### src/hw/iec_map.svh
// Register offsets, field positions, reset values and fixed counts of the controller.
`ifndef IEC_MAP_SVH
`define IEC_MAP_SVH

`define IEC_NODES 16
`define IEC_CHANS 8
`define IEC_FAST 4
`define IEC_PERIPH 8
`define IEC_TRAP_BASE 7'h10

`define IEC_OFS_NODE 8'h00
`define IEC_WIN_NODE 8'h40
`define IEC_OFS_CCTL 8'h40
`define IEC_OFS_SRC 8'h60
`define IEC_OFS_DST 8'h80
`define IEC_WIN_CHAN 8'h20
`define IEC_OFS_EDGE 8'ha0
`define IEC_OFS_STAT 8'ha4

`define IEC_LVL_LSB 0
`define IEC_IE_BIT 4
`define IEC_IR_BIT 5
`define IEC_XM_BIT 6
`define IEC_CH_LSB 8

`define IEC_CNT_LSB 0
`define IEC_CONT_BIT 8
`define IEC_BYTE_BIT 9
`define IEC_INCS_BIT 10
`define IEC_INCD_BIT 11

`define IEC_EDGE_RISE 2'h1
`define IEC_EDGE_FALL 2'h2

`define IEC_LVL_RST 4'h0
`define IEC_CH_RST 3'h0
`define IEC_CNT_RST 8'h00
`define IEC_PTR_RST 16'h0000
`define IEC_EDGE_RST 8'h00
`define IEC_STEP_BYTE 16'h0001
`define IEC_STEP_WORD 16'h0002

`endif

### src/hw/iec_pkg.sv
// Types shared by the controller modules.
package iec_pkg;
    typedef enum logic [1:0] {ST_IDLE, ST_XFER, ST_IRQ} iec_state_e;
    typedef logic [3:0] iec_level_t;
    typedef logic [15:0] iec_ptr_t;
endpackage : iec_pkg

### src/hw/iec_edge.sv
// Synchroniser and edge detector for the fast external request pins.
`timescale 1ns/10ps
`include "iec_map.svh"

module iec_edge
    import iec_pkg::*;
(
    input logic clk,
    input logic srst,
    input logic [`IEC_FAST-1:0] pin,
    input logic [2*`IEC_FAST-1:0] mode,
    output logic [`IEC_FAST-1:0] pulse
);
    logic [`IEC_FAST-1:0] s1;
    logic [`IEC_FAST-1:0] s2;
    logic [`IEC_FAST-1:0] s3;

    // The first stage only feeds the second; all edge logic looks at s2 and s3.
    always_ff @(posedge clk) begin
        if (srst) begin
            s1 <= '0;
            s2 <= '0;
            s3 <= '0;
        end else begin
            s1 <= pin;
            s2 <= s1;
            s3 <= s2;
        end
    end

    // ----------------------------------------------------------------
    // Per-pin edge selection
    // ----------------------------------------------------------------
    for (genvar gi = 0; gi < `IEC_FAST; gi++) begin : g_pin
        wire rise_en = mode[2*gi];
        wire fall_en = mode[2*gi+1];
        assign pulse[gi] = (rise_en && s2[gi] && !s3[gi]) ||
                           (fall_en && !s2[gi] && s3[gi]); // see (RULE_11)

    end
endmodule : iec_edge

### src/hw/iec_ctrl.sv
// Interrupt controller with vectored nodes and an eight-channel single-transfer engine.
`timescale 1ns/10ps
`include "iec_map.svh"

// What this block does
// (RULE_01) Each node is set to vectored interrupt or single transfer service.
// (RULE_02) A transfer takes one stolen CPU cycle, no program branch.
// (RULE_03) A transfer moves a byte or word, optionally bumping source and destination.
// (RULE_04) Each transfer decrements the channel count unless in continuous mode.
// (RULE_05) Count reaching zero leaves a vectored interrupt at the node's vector.
// (RULE_06) Eight independent transfer channels exist.
// (RULE_07) Every node has a control register with request, enable and level.
// (RULE_08) The level field offers sixteen levels per node.
// (RULE_09) An accepted service is only preempted by a strictly higher level.
// (RULE_10) Every node vectors to its own distinct location.
// (RULE_11) Fast pins detect rising, falling or both edges.
// (RULE_12) Trap instructions carry a number that selects the vector.
// (RULE_13) Software can set a node's request bit to raise a request.
// (RULE_14) Node vector is four times its trap number, base trap 10H.
// (RULE_15) Response comes within about eight clocks.
// (RULE_16) Highest level wins; equal levels go to the lower node number.
// (RULE_17) Servicing a node clears its request flag in hardware.
module iec_ctrl
    import iec_pkg::*;
(
    input logic CLK,
    input logic SRST,
    input logic HSEL,
    input logic [31:0] HADDR,
    input logic [1:0] HTRANS,
    input logic HWRITE,
    input logic [2:0] HSIZE,
    input logic [31:0] HWDATA,
    input logic HREADY,
    output logic [31:0] HRDATA,
    output logic HREADYOUT,
    output logic HRESP,
    input logic [`IEC_FAST-1:0] FAST_PIN,
    input logic [`IEC_PERIPH-1:0] PERIPH_REQ,
    input logic [3:0] CPU_PRIO,
    output logic IRQ_REQ,
    output logic [8:0] IRQ_VECTOR,
    output logic [3:0] IRQ_LEVEL,
    input logic IRQ_ACK,
    output logic XFER_REQ,
    output logic [15:0] XFER_SRC,
    output logic [15:0] XFER_DST,
    output logic XFER_BYTE,
    input logic XFER_ACK,
    input logic TRAP_VALID,
    input logic [6:0] TRAP_NUM,
    output logic TRAP_TAKEN,
    output logic [8:0] TRAP_VEC
);
    localparam int NN = `IEC_NODES;
    localparam int NC = `IEC_CHANS;

    // ----------------------------------------------------------------
    // State
    // ----------------------------------------------------------------
    iec_level_t node_lvl [NN];
    logic [NN-1:0] node_ie;
    logic [NN-1:0] node_req;
    logic [NN-1:0] node_xm;
    logic [2:0] node_ch [NN];
    logic [7:0] ch_cnt [NC];
    logic [NC-1:0] ch_cont;
    logic [NC-1:0] ch_byte;
    logic [NC-1:0] ch_incs;
    logic [NC-1:0] ch_incd;
    iec_ptr_t ch_src [NC];
    iec_ptr_t ch_dst [NC];
    logic [7:0] edge_cfg;
    iec_state_e state;
    logic [3:0] cur_node;
    logic ap_wr;
    logic [7:0] ap_addr;
    logic [31:0] rd_data;
    logic [`IEC_FAST-1:0] fast_pulse;
    logic [NN-1:0] node_evt;
    logic [NN-1:0] sw_set;
    logic [NN-1:0] sw_clr;
    logic [NN-1:0] svc_clr;
    logic [NN-1:0] elig;
    logic [NN-1:0] use_x;
    logic [4:0] pk;

    function automatic logic in_win(input logic [7:0] a, input logic [7:0] base,
                                    input logic [7:0] size);
        return (a >= base) && (a < base + size);
    endfunction : in_win

    function automatic logic [4:0] pick(input logic [NN-1:0] cand, input iec_level_t lv [NN]);
        logic found;
        logic [3:0] idx;
        iec_level_t best;
        found = 1'b0;
        idx = 4'h0;
        best = 4'h0;
        for (int i = 0; i < NN; i++) begin
            if (cand[i] && (!found || lv[i] > best)) begin // see (RULE_16)
                found = 1'b1;
                idx = 4'(i);
                best = lv[i];
            end
        end
        return {found, idx};
    endfunction : pick

    wire pk_found = pk[4];
    wire [3:0] pk_idx = pk[3:0];
    wire [2:0] cur_ch = node_ch[cur_node];
    wire [7:0] cur_cnt = ch_cnt[cur_ch];
    wire [15:0] cur_src = ch_src[cur_ch];
    wire [15:0] cur_dst = ch_dst[cur_ch];
    wire [15:0] step = ch_byte[cur_ch] ? `IEC_STEP_BYTE : `IEC_STEP_WORD;
    wire xfer_fire = XFER_REQ && XFER_ACK;
    wire irq_fire = IRQ_REQ && IRQ_ACK;
    wire last_xfer = !ch_cont[cur_ch] && cur_cnt == 8'h01;

    // ----------------------------------------------------------------
    // Bus slave
    // ----------------------------------------------------------------
    // Zero wait states; only the low address byte decodes, so the map repeats.
    wire ap_take = HSEL && HTRANS[1] && HREADY;
    assign HREADYOUT = 1'b1;
    assign HRESP = 1'b0;

    always_ff @(posedge CLK) begin
        if (SRST) begin
            ap_wr <= 1'b0;
            ap_addr <= 8'h00;
        end else begin
            ap_wr <= ap_take && HWRITE;
            ap_addr <= HADDR[7:0];
        end
    end

    wire wr_node = ap_wr && in_win(ap_addr, `IEC_OFS_NODE, `IEC_WIN_NODE);
    wire wr_cctl = ap_wr && in_win(ap_addr, `IEC_OFS_CCTL, `IEC_WIN_CHAN);
    wire wr_src = ap_wr && in_win(ap_addr, `IEC_OFS_SRC, `IEC_WIN_CHAN);
    wire wr_dst = ap_wr && in_win(ap_addr, `IEC_OFS_DST, `IEC_WIN_CHAN);
    wire wr_edge = ap_wr && ap_addr == `IEC_OFS_EDGE;
    wire [3:0] wn = ap_addr[5:2];
    wire [2:0] wc = ap_addr[4:2];
    wire [3:0] rn = HADDR[5:2];
    wire [2:0] rc = HADDR[4:2];
    wire keep_wr = !xfer_fire || wc != cur_ch;

    always_comb begin
        rd_data = 32'h0000_0000;
        if (in_win(HADDR[7:0], `IEC_OFS_NODE, `IEC_WIN_NODE)) begin
            rd_data[`IEC_LVL_LSB +: 4] = node_lvl[rn];
            rd_data[`IEC_IE_BIT] = node_ie[rn];
            rd_data[`IEC_IR_BIT] = node_req[rn];
            rd_data[`IEC_XM_BIT] = node_xm[rn];
            rd_data[`IEC_CH_LSB +: 3] = node_ch[rn];
        end else if (in_win(HADDR[7:0], `IEC_OFS_CCTL, `IEC_WIN_CHAN)) begin
            rd_data[`IEC_CNT_LSB +: 8] = ch_cnt[rc];
            rd_data[`IEC_CONT_BIT] = ch_cont[rc];
            rd_data[`IEC_BYTE_BIT] = ch_byte[rc];
            rd_data[`IEC_INCS_BIT] = ch_incs[rc];
            rd_data[`IEC_INCD_BIT] = ch_incd[rc];
        end else if (in_win(HADDR[7:0], `IEC_OFS_SRC, `IEC_WIN_CHAN)) begin
            rd_data[15:0] = ch_src[rc];
        end else if (in_win(HADDR[7:0], `IEC_OFS_DST, `IEC_WIN_CHAN)) begin
            rd_data[15:0] = ch_dst[rc];
        end else if (HADDR[7:0] == `IEC_OFS_EDGE) begin
            rd_data[7:0] = edge_cfg;
        end else if (HADDR[7:0] == `IEC_OFS_STAT) begin
            rd_data = {11'h000, state != ST_IDLE, cur_node, node_req};
        end
    end

    always_ff @(posedge CLK) begin
        if (SRST) begin
            HRDATA <= 32'h0000_0000;
        end else if (ap_take && !HWRITE) begin
            HRDATA <= rd_data;
        end
    end

    always_ff @(posedge CLK) begin
        if (SRST) begin
            edge_cfg <= `IEC_EDGE_RST;
        end else if (wr_edge) begin
            edge_cfg <= HWDATA[7:0];
        end
    end

    // ----------------------------------------------------------------
    // Request sources
    // ----------------------------------------------------------------
    iec_edge u_edge (
        .clk(CLK),
        .srst(SRST),
        .pin(FAST_PIN),
        .mode(edge_cfg),
        .pulse(fast_pulse)
    ); // see (RULE_11)

    // The top four nodes have no hardware source and serve software requests.
    assign node_evt = {4'h0, PERIPH_REQ, fast_pulse};

    always_comb begin
        sw_set = '0;
        sw_clr = '0;
        if (wr_node) begin
            sw_set[wn] = HWDATA[`IEC_IR_BIT]; // see (RULE_13)
            sw_clr[wn] = !HWDATA[`IEC_IR_BIT];
        end
    end

    always_comb begin
        svc_clr = '0;
        if (irq_fire || (xfer_fire && !last_xfer)) begin
            svc_clr[cur_node] = 1'b1; // see (RULE_17) (RULE_05)
        end
    end

    // ----------------------------------------------------------------
    // Node control registers
    // ----------------------------------------------------------------
    always_ff @(posedge CLK) begin
        if (SRST) begin
            node_ie <= '0;
            node_req <= '0;
            node_xm <= '0;
            for (int i = 0; i < NN; i++) begin
                node_lvl[i] <= `IEC_LVL_RST;
                node_ch[i] <= `IEC_CH_RST;
            end
        end else begin
            // A new event beats a clear in the same cycle.
            for (int i = 0; i < NN; i++) begin
                if (node_evt[i] || sw_set[i]) begin
                    node_req[i] <= 1'b1;
                end else if (sw_clr[i] || svc_clr[i]) begin
                    node_req[i] <= 1'b0; // see (RULE_17)
                end
            end
            if (wr_node) begin
                node_lvl[wn] <= HWDATA[`IEC_LVL_LSB +: 4]; // see (RULE_07) (RULE_08)
                node_ie[wn] <= HWDATA[`IEC_IE_BIT];
                node_xm[wn] <= HWDATA[`IEC_XM_BIT]; // see (RULE_01)
                node_ch[wn] <= HWDATA[`IEC_CH_LSB +: 3];
            end
        end
    end

    // ----------------------------------------------------------------
    // Transfer channels
    // ----------------------------------------------------------------
    // The engine update wins over a bus write to the same channel.
    always_ff @(posedge CLK) begin
        if (SRST) begin
            ch_cont <= '0;
            ch_byte <= '0;
            ch_incs <= '0;
            ch_incd <= '0;
            for (int c = 0; c < NC; c++) begin // see (RULE_06)
                ch_cnt[c] <= `IEC_CNT_RST;
                ch_src[c] <= `IEC_PTR_RST;
                ch_dst[c] <= `IEC_PTR_RST;
            end
        end else begin
            if (wr_cctl && keep_wr) begin
                ch_cnt[wc] <= HWDATA[`IEC_CNT_LSB +: 8];
                ch_cont[wc] <= HWDATA[`IEC_CONT_BIT];
                ch_byte[wc] <= HWDATA[`IEC_BYTE_BIT];
                ch_incs[wc] <= HWDATA[`IEC_INCS_BIT];
                ch_incd[wc] <= HWDATA[`IEC_INCD_BIT];
            end
            if (wr_src && keep_wr) begin
                ch_src[wc] <= HWDATA[15:0];
            end
            if (wr_dst && keep_wr) begin
                ch_dst[wc] <= HWDATA[15:0];
            end
            if (xfer_fire) begin
                if (!ch_cont[cur_ch]) begin
                    ch_cnt[cur_ch] <= cur_cnt - 8'h01; // see (RULE_04)
                end
                if (ch_incs[cur_ch]) begin
                    ch_src[cur_ch] <= cur_src + step; // see (RULE_03)
                end
                if (ch_incd[cur_ch]) begin
                    ch_dst[cur_ch] <= cur_dst + step; // see (RULE_03)
                end
            end
        end
    end

    // ----------------------------------------------------------------
    // Arbitration and service
    // ----------------------------------------------------------------
    always_comb begin
        for (int i = 0; i < NN; i++) begin
            elig[i] = node_req[i] && node_ie[i] && (node_lvl[i] > CPU_PRIO); // see (RULE_09)
            use_x[i] = node_xm[i] && (ch_cnt[node_ch[i]] != 8'h00 || ch_cont[node_ch[i]]);
        end
    end

    assign pk = pick(elig, node_lvl); // see (RULE_16)

    always_ff @(posedge CLK) begin
        if (SRST) begin
            state <= ST_IDLE;
            cur_node <= 4'h0;
        end else begin
            unique case (state)
                ST_IDLE: begin
                    if (pk_found) begin
                        cur_node <= pk_idx;
                        state <= use_x[pk_idx] ? ST_XFER : ST_IRQ; // see (RULE_01) (RULE_05)
                    end
                end
                ST_XFER: begin
                    if (XFER_ACK) begin
                        state <= ST_IDLE; // see (RULE_02)
                    end
                end
                ST_IRQ: begin
                    // Withdraw when the node lost its claim or a better one won.
                    if (IRQ_ACK) begin
                        state <= ST_IDLE;
                    end else if (!elig[cur_node] || pk_idx != cur_node) begin
                        state <= ST_IDLE;
                    end
                end
            endcase
        end
    end

    assign IRQ_REQ = state == ST_IRQ;
    assign XFER_REQ = state == ST_XFER; // see (RULE_02)

    always_ff @(posedge CLK) begin
        if (SRST) begin
            IRQ_LEVEL <= 4'h0;
            IRQ_VECTOR <= 9'h000;
            XFER_SRC <= `IEC_PTR_RST;
            XFER_DST <= `IEC_PTR_RST;
            XFER_BYTE <= 1'b0;
        end else if (state == ST_IDLE && pk_found) begin
            IRQ_LEVEL <= node_lvl[pk_idx];
            IRQ_VECTOR <= {`IEC_TRAP_BASE + 7'(pk_idx), 2'b00}; // see (RULE_10) (RULE_14)
            XFER_SRC <= ch_src[node_ch[pk_idx]];
            XFER_DST <= ch_dst[node_ch[pk_idx]];
            XFER_BYTE <= ch_byte[node_ch[pk_idx]];
        end
    end

    always_ff @(posedge CLK) begin
        if (SRST) begin
            TRAP_TAKEN <= 1'b0;
            TRAP_VEC <= 9'h000;
        end else begin
            TRAP_TAKEN <= TRAP_VALID;
            if (TRAP_VALID) begin
                TRAP_VEC <= {TRAP_NUM, 2'b00}; // see (RULE_12)
            end
        end
    end
endmodule : iec_ctrl

### config.mk
export PLATFORM = sky130hd
export DESIGN_NAME = iec_ctrl
export DESIGN_NICKNAME = d
export VERILOG_FILES = /design/src/hw/iec_pkg.sv /design/src/hw/iec_edge.sv /design/src/hw/iec_ctrl.sv
export VERILOG_INCLUDE_DIRS = /design/src /design/src/hw
export SDC_FILE = /design/constraint.sdc
export NUM_CORES = 2
export LEC_CHECK = 0
export BUFFER_PORTS_ARGS = -buffer_cell sky130_fd_sc_hd__buf_2
export CAP_MARGIN = 40
export CORE_MARGIN = 5
export CORE_UTILIZATION = 34
export DETAILED_ROUTE_END_ITERATION = 8
export PLACE_DENSITY_LB_ADDON = 0.12
export SLEW_MARGIN = 5
export SYNTH_ARGS = -nofsm -noshare
export SYNTH_HDL_FRONTEND = slang
export SYNTH_SLANG_ARGS = --single-unit
### constraint.sdc
create_clock -name CLK -period 28.6 [get_ports CLK]
set_input_delay 5.72 -clock CLK [delete_from_list [all_inputs] [get_ports CLK]]
set_output_delay 5.72 -clock CLK [all_outputs]
set_load 0.02 [all_outputs]
; ---- Yosys cells after proc, flatten, opt, wreduce, memory -nomap -nowiden
; Memories as Yosys holds them, arrays and structs flattened. A register that Yosys moved wholly into a read port is not among the register bits.
; Index checks and enable logic that the tools add are counted.
[word_totals]
regBits = 231
latch_bits = 0
mem_bits_rw = 368
mem_bits_ro = 0
inputBits = 100
output_inout_bits = 92
word_cells = 636
memories = 4
[memory_table]
columns = memory, depth, width, rd, rd_ports_with_merged_regs, write_ports, line
row1 = ch_dst, 8, 16, 3, 1, 8, iec_ctrl.sv:72  ; iec_ptr_t ch_dst [NC];
row2 = ch_src, 8, 16, 3, 1, 8, iec_ctrl.sv:71  ; iec_ptr_t ch_src [NC];
row3 = ch_cnt, 8, 8, 18, 0, 8, iec_ctrl.sv:66  ; logic [7:0] ch_cnt [NC];
row4 = node_ch, 16, 3, 19, 1, 16, iec_ctrl.sv:65  ; logic [2:0] node_ch [NN];
[classes]
add_sub_neg = 4
mul = 0
div_mod_pow = 0
order_cmp = 78
n_eq_ne = 11
n_shift = 0
muxes = 236
bitwise = 5
reduce_logical = 246
[ops]
columns = op, n
row1 = 2-to-1 mux 16 bit, 11
row2 = 2-to-1 mux 32 bit, 5
row3 = 2-to-1 mux 4 bit, 37
row4 = nonzero test 8 bit, 16
row5 = greater-than comparator 4 bit, 31
row6 = 2-to-1 mux 1 bit, 116
row7 = logical AND 1 bit, 108
row8 = "less-than comparator 3 x 4 -> 1 bit, second input constant", 20
row9 = binary-select mux 1 bit (select 3 bit), 25
row10 = logical OR 1 bit, 66
row11 = bitwise mux 64 bit, 1
row12 = OR reduction 16 bit, 4
row13 = 2-to-1 mux 21 bit, 2
row14 = nonzero test 2 bit, 17
row15 = adder 16 x 2 -> 16 bit, 2
row16 = AND 16 bit, 2
row17 = binary-select mux 4 bit (select 4 bit), 2
row18 = bitwise mux 16 bit, 2
row19 = bitwise mux 8 bit, 4
row20 = ">= comparator 8 x 7 -> 1 bit, second input constant", 4
row21 = "less-than comparator 8 x 7 -> 1 bit, second input constant", 4
row22 = "less-than comparator 8 bit, second input constant", 4
row23 = logical NOT 1 bit, 29
row24 = "== test 8 bit, second input constant", 3
row25 = other kinds (35), 65

; ---- Logic depth before layout (Yosys ltp)
[depth]
word_depth = 68
ltp_mapped = 153
mapped_depth_nobuf = 143

; ---- Cells and area by module
; A second synthesis with hierarchy kept.
[unflattened]
hier_cells = 4203
area_unflattened_um2 = 42679.7
[modules_own_cells]
columns = mod, n_inst, cells_each, area_per_inst_um2, seq_area_each_um2
row1 = iec_ctrl, 1, 4166, 42258.0, 15815.2
row2 = iec_edge, 1, 37, 421.7, 240.2

; ---- Worst setup path before layout
; Ideal clock, no wire load.
[synth_path]
kind = input-to-reg
startpoint = in CPU_PRIO[3]
endpoint = reg XFER_DST[0] (read register of ch_dst)
setup_ns = 0.117
arrival_ns = 29.844
required_ns = 28.483
setup_slack_ns = -1.362
cell_stages = 144
n_path_buf = 10
cell_sequence = inv_1 > ha_1 > nand4_1 > nand3_1 > a21oi_2 > nand2_1 > ha_1 > and4_1 > a21o_1 > a21o_1 > inv_1 > nand2_1 > o21ai_0 > inv_1 > ha_1 > nor2b_1 > o21ai_0 > a21oi_1 > [... 108 more ...] > a21oi_1 > a41o_1 > a21oi_1 > inv_1 > nand2_1 > a21o_1 > nor4_4 > clkbuf_1 > mux2i_1 > mux2i_1 > a211oi_1 > o21a_1 > buf_6 > buf_8 > buf_6 > mux2i_1 > a22oi_1 > a32o_1
[synth_via]
elab_chain_len = 64
word_cells_on_any_way = 140
classes_between = order compare (31) / mux (46) / reduce/logical (62) / memory (1)
[synth_rtl]
columns = item, line
row1 = from (decl), iec_ctrl.sv:40  ; input logic [3:0] CPU_PRIO,
row2 = greater-than comparator 4 bit, iec_ctrl.sv:299  ; elig[i] = node_req[i] && node_ie[i] && (node_lvl[i] > CPU_PRIO);
row3 = logical AND 1 bit, iec_ctrl.sv:299
row4 = 2-to-1 mux 4 bit or 2-to-1 mux 1 bit (tied branches), iec_ctrl.sv:101  ; if (cand[i] && (!found || lv[i] > best)) begin
row5 = greater-than comparator 4 bit or logical NOT 1 bit (tied branches), iec_ctrl.sv:101
row6 = logical OR 1 bit, iec_ctrl.sv:101
row7 = logical AND 1 bit, iec_ctrl.sv:101
row8 = 2-to-1 mux 4 bit or 2-to-1 mux 1 bit (tied branches), iec_ctrl.sv:101
row9 = greater-than comparator 4 bit or logical NOT 1 bit (tied branches), iec_ctrl.sv:101
row10 = [... 48 more ...], n/a
row11 = logical OR 1 bit, iec_ctrl.sv:101
row12 = logical AND 1 bit, iec_ctrl.sv:101
row13 = 2-to-1 mux 4 bit or 2-to-1 mux 1 bit (tied branches), iec_ctrl.sv:101
row14 = greater-than comparator 4 bit or logical NOT 1 bit (tied branches), iec_ctrl.sv:101
row15 = logical OR 1 bit, iec_ctrl.sv:101
row16 = logical AND 1 bit, iec_ctrl.sv:101
row17 = 2-to-1 mux 4 bit or 2-to-1 mux 1 bit (tied branches), iec_ctrl.sv:101
row18 = memory read (16 x 3 bit) or logical AND 1 bit (tied branches), n/a
row19 = to (decl), iec_ctrl.sv:47  ; output logic [15:0] XFER_DST,
; Several ways; a longest one is shown, not always the timed one.
; A chain may end at the register's enable or synchronous reset.

; ---- Worst setup path in the final report
[layout_path]
startpoint = in CPU_PRIO[1]
endpoint = reg XFER_SRC[1] (read register of ch_src)
[layout_via]
elab_chain_len = 64
word_cells_on_any_way = 140
classes_between = order compare (31) / mux (46) / reduce/logical (62) / memory (1)
[layout_rtl]
columns = item, line
row1 = greater-than comparator 4 bit, iec_ctrl.sv:299
row2 = logical AND 1 bit, iec_ctrl.sv:299
row3 = 2-to-1 mux 4 bit or 2-to-1 mux 1 bit (tied branches), iec_ctrl.sv:101
row4 = greater-than comparator 4 bit or logical NOT 1 bit (tied branches), iec_ctrl.sv:101
row5 = logical OR 1 bit, iec_ctrl.sv:101
row6 = logical AND 1 bit, iec_ctrl.sv:101
row7 = 2-to-1 mux 4 bit or 2-to-1 mux 1 bit (tied branches), iec_ctrl.sv:101
row8 = greater-than comparator 4 bit or logical NOT 1 bit (tied branches), iec_ctrl.sv:101
row9 = [... 48 more ...], n/a
row10 = logical OR 1 bit, iec_ctrl.sv:101
row11 = logical AND 1 bit, iec_ctrl.sv:101
row12 = 2-to-1 mux 4 bit or 2-to-1 mux 1 bit (tied branches), iec_ctrl.sv:101
row13 = greater-than comparator 4 bit or logical NOT 1 bit (tied branches), iec_ctrl.sv:101
row14 = logical OR 1 bit, iec_ctrl.sv:101
row15 = logical AND 1 bit, iec_ctrl.sv:101
row16 = 2-to-1 mux 4 bit or 2-to-1 mux 1 bit (tied branches), iec_ctrl.sv:101
row17 = memory read (16 x 3 bit) or logical AND 1 bit (tied branches), n/a
row18 = to (decl), iec_ctrl.sv:46  ; output logic [15:0] XFER_SRC,
; Several ways; a longest one is shown, not always the timed one.

==> metrics list <==
- Net switching is 26.9% of the power.
- Via count of the first global-routing pass: 34300
* Startpoint kind of the worst setup timing path: input pin
- The worst setup path is captured at a register.
- Once detailed placement completed, the half-perimeter wirelength came to 125000 um.
- CTS saw 618 sinks.
* Endpoint required time on the critical path: 29.14 ns
- In this run the core area contains 126 standard-cell rows.
- In the routed layout, each cell is associated on average with a via count of 6.25.
- Derived from the worst setup path, the maximum achievable clock frequency is 35.0 MHz.
- Final-layout fill cell count: 11300
- In this run the static leakage power is 18.6 nW.
- Of the cells placed in the final design, the portion with a size suffix greater than 1 is 28.4%.
* Maximum single-stage delay on the critical path: 0.38 ns
- Of the total power, registers draw 44.1%.
- Boundary pin count: 192
* Horiz. Die Dim: 353 um
- Of the total power, combinational logic draws 10.9%.
- Synthesis produced a netlist whose cell count is 3749.
* Share of the core filled with cells in the final layout: 42.0%
- At the later pin of the worst-skew pair, clock insertion delay measures 0.67 ns.
- Remaining antenna violation count after routing: 0
* Post-layout min period: 28.60 ns
- Synthesized-area fraction occupied by and/or/nand/nor cells: 11.5%
- Of all nets on the critical path, the largest fanout is 7.
* Post-synthesis instance area: 0.0401 mm^2
- After synthesis, the largest family of logic cells by area is multiplexers.
* TritonRoute pass-1 iters: 6
* Syn. warnings: 0
* Full die area: 0.125 mm^2
- Post-layout net count: 4331
- Clock buffer depth: 3
- The critical path in this run is classified as input pin to register.
- Yosys mapped a number of flops with a built-in enable equal to 368.
- Clock-pin slew was measured on the worst setup and hold paths at 0.06 ns.
* Worst VDD drop: 0.0435 mV
* Result of the run: finished, violations left
- For this run, design rule violations remaining after detail routing come to 0.
- Counting stages on the worst path, the most repeated cell is sky130_fd_sc_hd__ha_4.
- Via count: 35700
- From bottom edge to top edge, the die measures 353 um.
- The clock network accounts for 45.0% of the total power.
* WP data arrival: 29.15 ns
- Cts-stage hold buffer count: 0
* RSZ-0062 raised after global routing: yes
- The final critical path takes up 100% of the cycle.
- Summing the areas of all fa, ha and maj instances in the mapped netlist gives 4.03% of the synthesized area.
- In this run the power spent charging and discharging nets is 0.000599 W.
- Maximum number of pins on one net before global-route repair: 165
- Actual transition at the worst max-transition pin: 0.919 ns
* Post-placement worst setup slack: -1.39 ns
* Final worst clock skew: 0.0405 ns
- On the critical path, the stage with the largest delay is an instance of sky130_fd_sc_hd__o31ai_4.
- Share of the yosys chip area belonging to registers: 40.0%
- After Yosys synthesis, XOR and XNOR cells account for 0.852% of the synthesized area.
- After routing the design area is 0.0494 mm^2.
- The H-tree was split into 3 levels.
* Failing checks: setup timing
- Max-Cap Viols: 0
- The worst pin sits at a relative slew slack of 38.4%.
- In the final routed layout, each cell accounts on average for 31.9 um.
* Number of clock buffers inserted by TritonCTS: 78
- Once the floorplan was initialized, standard cells occupied 34.1% of the core.
- Endpoints failing setup: 1
- In this run the tool buffered the top-level ports with 128 buffer cells.
* Path category of the worst min-delay check: register to register
* GR Overflow Total: 0
- The root buffer cell chosen for the clock tree is sky130_fd_sc_hd__clkbuf_16.
* P per Cell Area: 45.1 mW/mm^2
- Max-slew violation count: 0
- The internal portion of the total power is 0.00163 W.
- The area growth from synthesis to layout is 23.2%.
- Post-detailed-placement cell area: 0.0446 mm^2
* Number of antenna violations at the first check in global routing: 8
* Final wirelength: 182000 um
- Summing the areas of all compound-gate instances in the mapped netlist gives 19.3% of the synthesized area.
* Post-Synthesis Mean Instance Area: 10.7 um^2
- Worst Hold Slack: 0.443 ns
* Primary FF master, synth: sky130_fd_sc_hd__edfxtp_1
- Routability congestion estimate from global placement: 0.918
* Hold violation count in the final report: 0
* GRT Overall Usage: 27.9%
* Final WS setup: -0.000966 ns
- Area of the core region: 0.118 mm^2
* Drt initial violations: 3700
- CTS tree: built
* Async SR Flop Fraction: 0%
- The number of different library cells used by synthesis comes to 97.
* Total Negative Setup Slacks: -0.000966 ns
- Global-route wire length before repair: 255000 um
* Mux cell area share after synthesis: 19.9%
* Register bit count reported by yosys: 618
## what timing repair did
| action | CTS | global route |
|---|---|---|
| pin swaps | 71 | 153 |
| buffers inserted | 64 | 47 |
| endpoints found under the setup margin | 39 | 47 |
| resized for setup | 83 | 170 |
| cloned | 6 | 6 |
| hold endpoints to repair | 0 | 0 |
## per-layer routing
| layer | global-route usage (%) | vias up | part of all wire, % |
|---|---|---|---|
| li1 | - | 15300 | - |
| met1 | 36.7 | 17900 | 40 |
| met2 | 44.5 | 1916 | 45 |
| met3 | 4.95 | 483 | 8.2 |
| met4 | 13.6 | 2 | 6.0 |
| met5 | 0 | - | 0.0071 |
## worst paths after layout
kind | start | endpoint | slack (ns) | cells after the start
max | CPU_PRIO[1] | XFER_SRC[1]$_SDFFE_PP0P_ | -0.001 | 136
max reg2reg | node_lvl[63]$_SDFFE_PP0P_ | XFER_SRC[1]$_SDFFE_PP0P_ | 4.76 | 134
min | u_edge.s1[2]$_SDFF_PP0_ | u_edge.s2[2]$_SDFF_PP0_ | 0.44 | 1
min reg2reg | u_edge.s1[2]$_SDFF_PP0_ | u_edge.s2[2]$_SDFF_PP0_ | 0.44 | 1
## placed cells by master (no fill, tap or decap), types with 19 or more instances in the layout
cell type and n:
sky130_fd_sc_hd__edfxtp_1 368, sky130_fd_sc_hd__buf_4 341, sky130_fd_sc_hd__nand2_1 307, sky130_fd_sc_hd__a22o_1 278
sky130_fd_sc_hd__nor2_1 268, sky130_fd_sc_hd__mux2i_1 258, sky130_fd_sc_hd__dfxtp_1 250, sky130_fd_sc_hd__mux4_2 213
sky130_fd_sc_hd__o21ai_0 137, sky130_fd_sc_hd__a21oi_1 135, sky130_fd_sc_hd__buf_2 124, sky130_fd_sc_hd__a22oi_1 97
sky130_fd_sc_hd__ha_1 97, sky130_fd_sc_hd__clkbuf_16 83, sky130_fd_sc_hd__inv_1 79, sky130_fd_sc_hd__nor2b_1 63
sky130_fd_sc_hd__o22ai_1 60, sky130_fd_sc_hd__or3_1 43, sky130_fd_sc_hd__buf_6 42, sky130_fd_sc_hd__nand3_1 40
sky130_fd_sc_hd__and2_1 37, sky130_fd_sc_hd__a32o_1 37, sky130_fd_sc_hd__o211ai_1 36, sky130_fd_sc_hd__nor3_1 33
sky130_fd_sc_hd__mux2_2 30, sky130_fd_sc_hd__ha_4 29, sky130_fd_sc_hd__buf_12 29, sky130_fd_sc_hd__nand4_1 27
sky130_fd_sc_hd__a21oi_2 26, sky130_fd_sc_hd__nand2b_1 26, sky130_fd_sc_hd__o21a_1 25, sky130_fd_sc_hd__a211oi_1 25
sky130_fd_sc_hd__buf_8 23, sky130_fd_sc_hd__xnor2_1 21, sky130_fd_sc_hd__conb_1 19
## final cells by class
| class | instances | area, um^2 | area share [%] |
|---|---|---|---|
| Clock buffer | 106 | 2210 | 4.48 |
| Sequential cell | 618 | 16100 | 32.5 |
| Inverter | 95 | 373 | 0.754 |
| Tap cell | 1536 | 1920 | 3.89 |
| Clock inverter | 37 | 329 | 0.666 |
| Multi-Input combinational cell | 2738 | 23600 | 47.8 |
| Timing Repair Buffer | 572 | 4890 | 9.90 |
| Antenna cell | 4 | 10.0 | 0.0202 |
## Yosys cell counts, types with 9 or more instances
| cell | number | area share [%] |
|---|---|---|
| sky130_fd_sc_hd__nand4_1 | 27 | 0.42 |
| sky130_fd_sc_hd__o31ai_1 | 11 | 0.21 |
| sky130_fd_sc_hd__a21oi_1 | 166 | 2.1 |
| sky130_fd_sc_hd__o2111ai_1 | 16 | 0.35 |
| sky130_fd_sc_hd__edfxtp_1 | 368 | 28 |
| sky130_fd_sc_hd__o221ai_1 | 9 | 0.20 |
| sky130_fd_sc_hd__o21a_1 | 26 | 0.49 |
| sky130_fd_sc_hd__mux2_2 | 38 | 1.1 |
| sky130_fd_sc_hd__mux2i_1 | 275 | 6.9 |
| sky130_fd_sc_hd__or4_1 | 9 | 0.17 |
| sky130_fd_sc_hd__and2_1 | 38 | 0.59 |
| sky130_fd_sc_hd__a32o_1 | 37 | 0.92 |
| sky130_fd_sc_hd__and3_1 | 16 | 0.25 |
| sky130_fd_sc_hd__a21o_1 | 12 | 0.22 |
| sky130_fd_sc_hd__o211ai_1 | 36 | 0.67 |
| sky130_fd_sc_hd__a22o_1 | 278 | 6.1 |
| sky130_fd_sc_hd__nor2b_1 | 73 | 1.1 |
| sky130_fd_sc_hd__a31oi_1 | 13 | 0.20 |
| sky130_fd_sc_hd__dfxtp_1 | 250 | 12 |
| sky130_fd_sc_hd__nand3_1 | 41 | 0.51 |
| sky130_fd_sc_hd__a221oi_1 | 14 | 0.31 |
| sky130_fd_sc_hd__inv_1 | 94 | 0.88 |
| sky130_fd_sc_hd__a22oi_1 | 105 | 2.0 |
| sky130_fd_sc_hd__buf_2 | 25 | 0.31 |
| sky130_fd_sc_hd__nand2b_1 | 27 | 0.42 |
| sky130_fd_sc_hd__nand2_1 | 316 | 3.0 |
| sky130_fd_sc_hd__xnor2_1 | 21 | 0.46 |
| sky130_fd_sc_hd__nor4_1 | 17 | 0.27 |
| sky130_fd_sc_hd__nor3_1 | 36 | 0.45 |
| sky130_fd_sc_hd__buf_4 | 19 | 0.36 |
| sky130_fd_sc_hd__or2_2 | 12 | 0.19 |
| sky130_fd_sc_hd__o21ai_0 | 153 | 1.9 |
| sky130_fd_sc_hd__clkbuf_1 | 204 | 1.9 |
| sky130_fd_sc_hd__mux4_2 | 213 | 12 |
| sky130_fd_sc_hd__o22ai_1 | 60 | 0.94 |
| sky130_fd_sc_hd__ha_1 | 126 | 3.9 |
| sky130_fd_sc_hd__buf_1 | 50 | 0.47 |
| sky130_fd_sc_hd__nor2_1 | 280 | 2.6 |
| sky130_fd_sc_hd__a211oi_1 | 41 | 0.77 |
| sky130_fd_sc_hd__or3_1 | 43 | 0.67 |
| sky130_fd_sc_hd__xor2_1 | 18 | 0.39 |
## registers in the layout (all words and copies together), names as in the netlist, 7 cells and up, named ones only
signal    cells
node_ch      48
ch_byte       8
node_ie      16
ch_cont       8
node_req     16
edge_cfg      8
HRDATA       21
ch_src      128
ap_addr       8
XFER_SRC     16
TRAP_VEC      7
XFER_DST     16
ch_incs       8
node_xm      16
node_lvl     64
ch_incd       8
ch_dst      128
ch_cnt       64
## through the flow
step / std cells / total power, W
global route: 5702 / 0.00229
floorplan: 3766 / 0.00113
detailed placement: 5438 / 0.00123
CTS: 5651 / 0.00223
finish: 5706 / 0.00223
global placement: 5406 / 0.00123
## power groups by stage
stage                     combinational [W]  clock, W  sequential [W]
after floorplan                    0.000137         0        0.000992
after global placement             0.000225         0         0.00100
after detailed placement           0.000231         0         0.00100
after CTS                          0.000236   0.00102        0.000982
after global routing               0.000252   0.00105        0.000985
final                              0.000243   0.00100        0.000983
## critical path, delay by kind of cell
| family | cells | cell delay (ns) |
|---|---|---|
| compound gates | 65 | 11.31 |
| fa+ha+maj | 16 | 3.99 |
| mux | 13 | 3.36 |
| simple gates | 26 | 2.94 |
| buf+inv | 16 | 1.70 |
## kinds of logic after synthesis
family	after synthesis
mux	527
flops	618
other cells	2
fa+ha+maj	128
xor+xnor	39
simple gates	972
buf+inv	410
compound gates	1053
(Power assumes the default switching activity.)
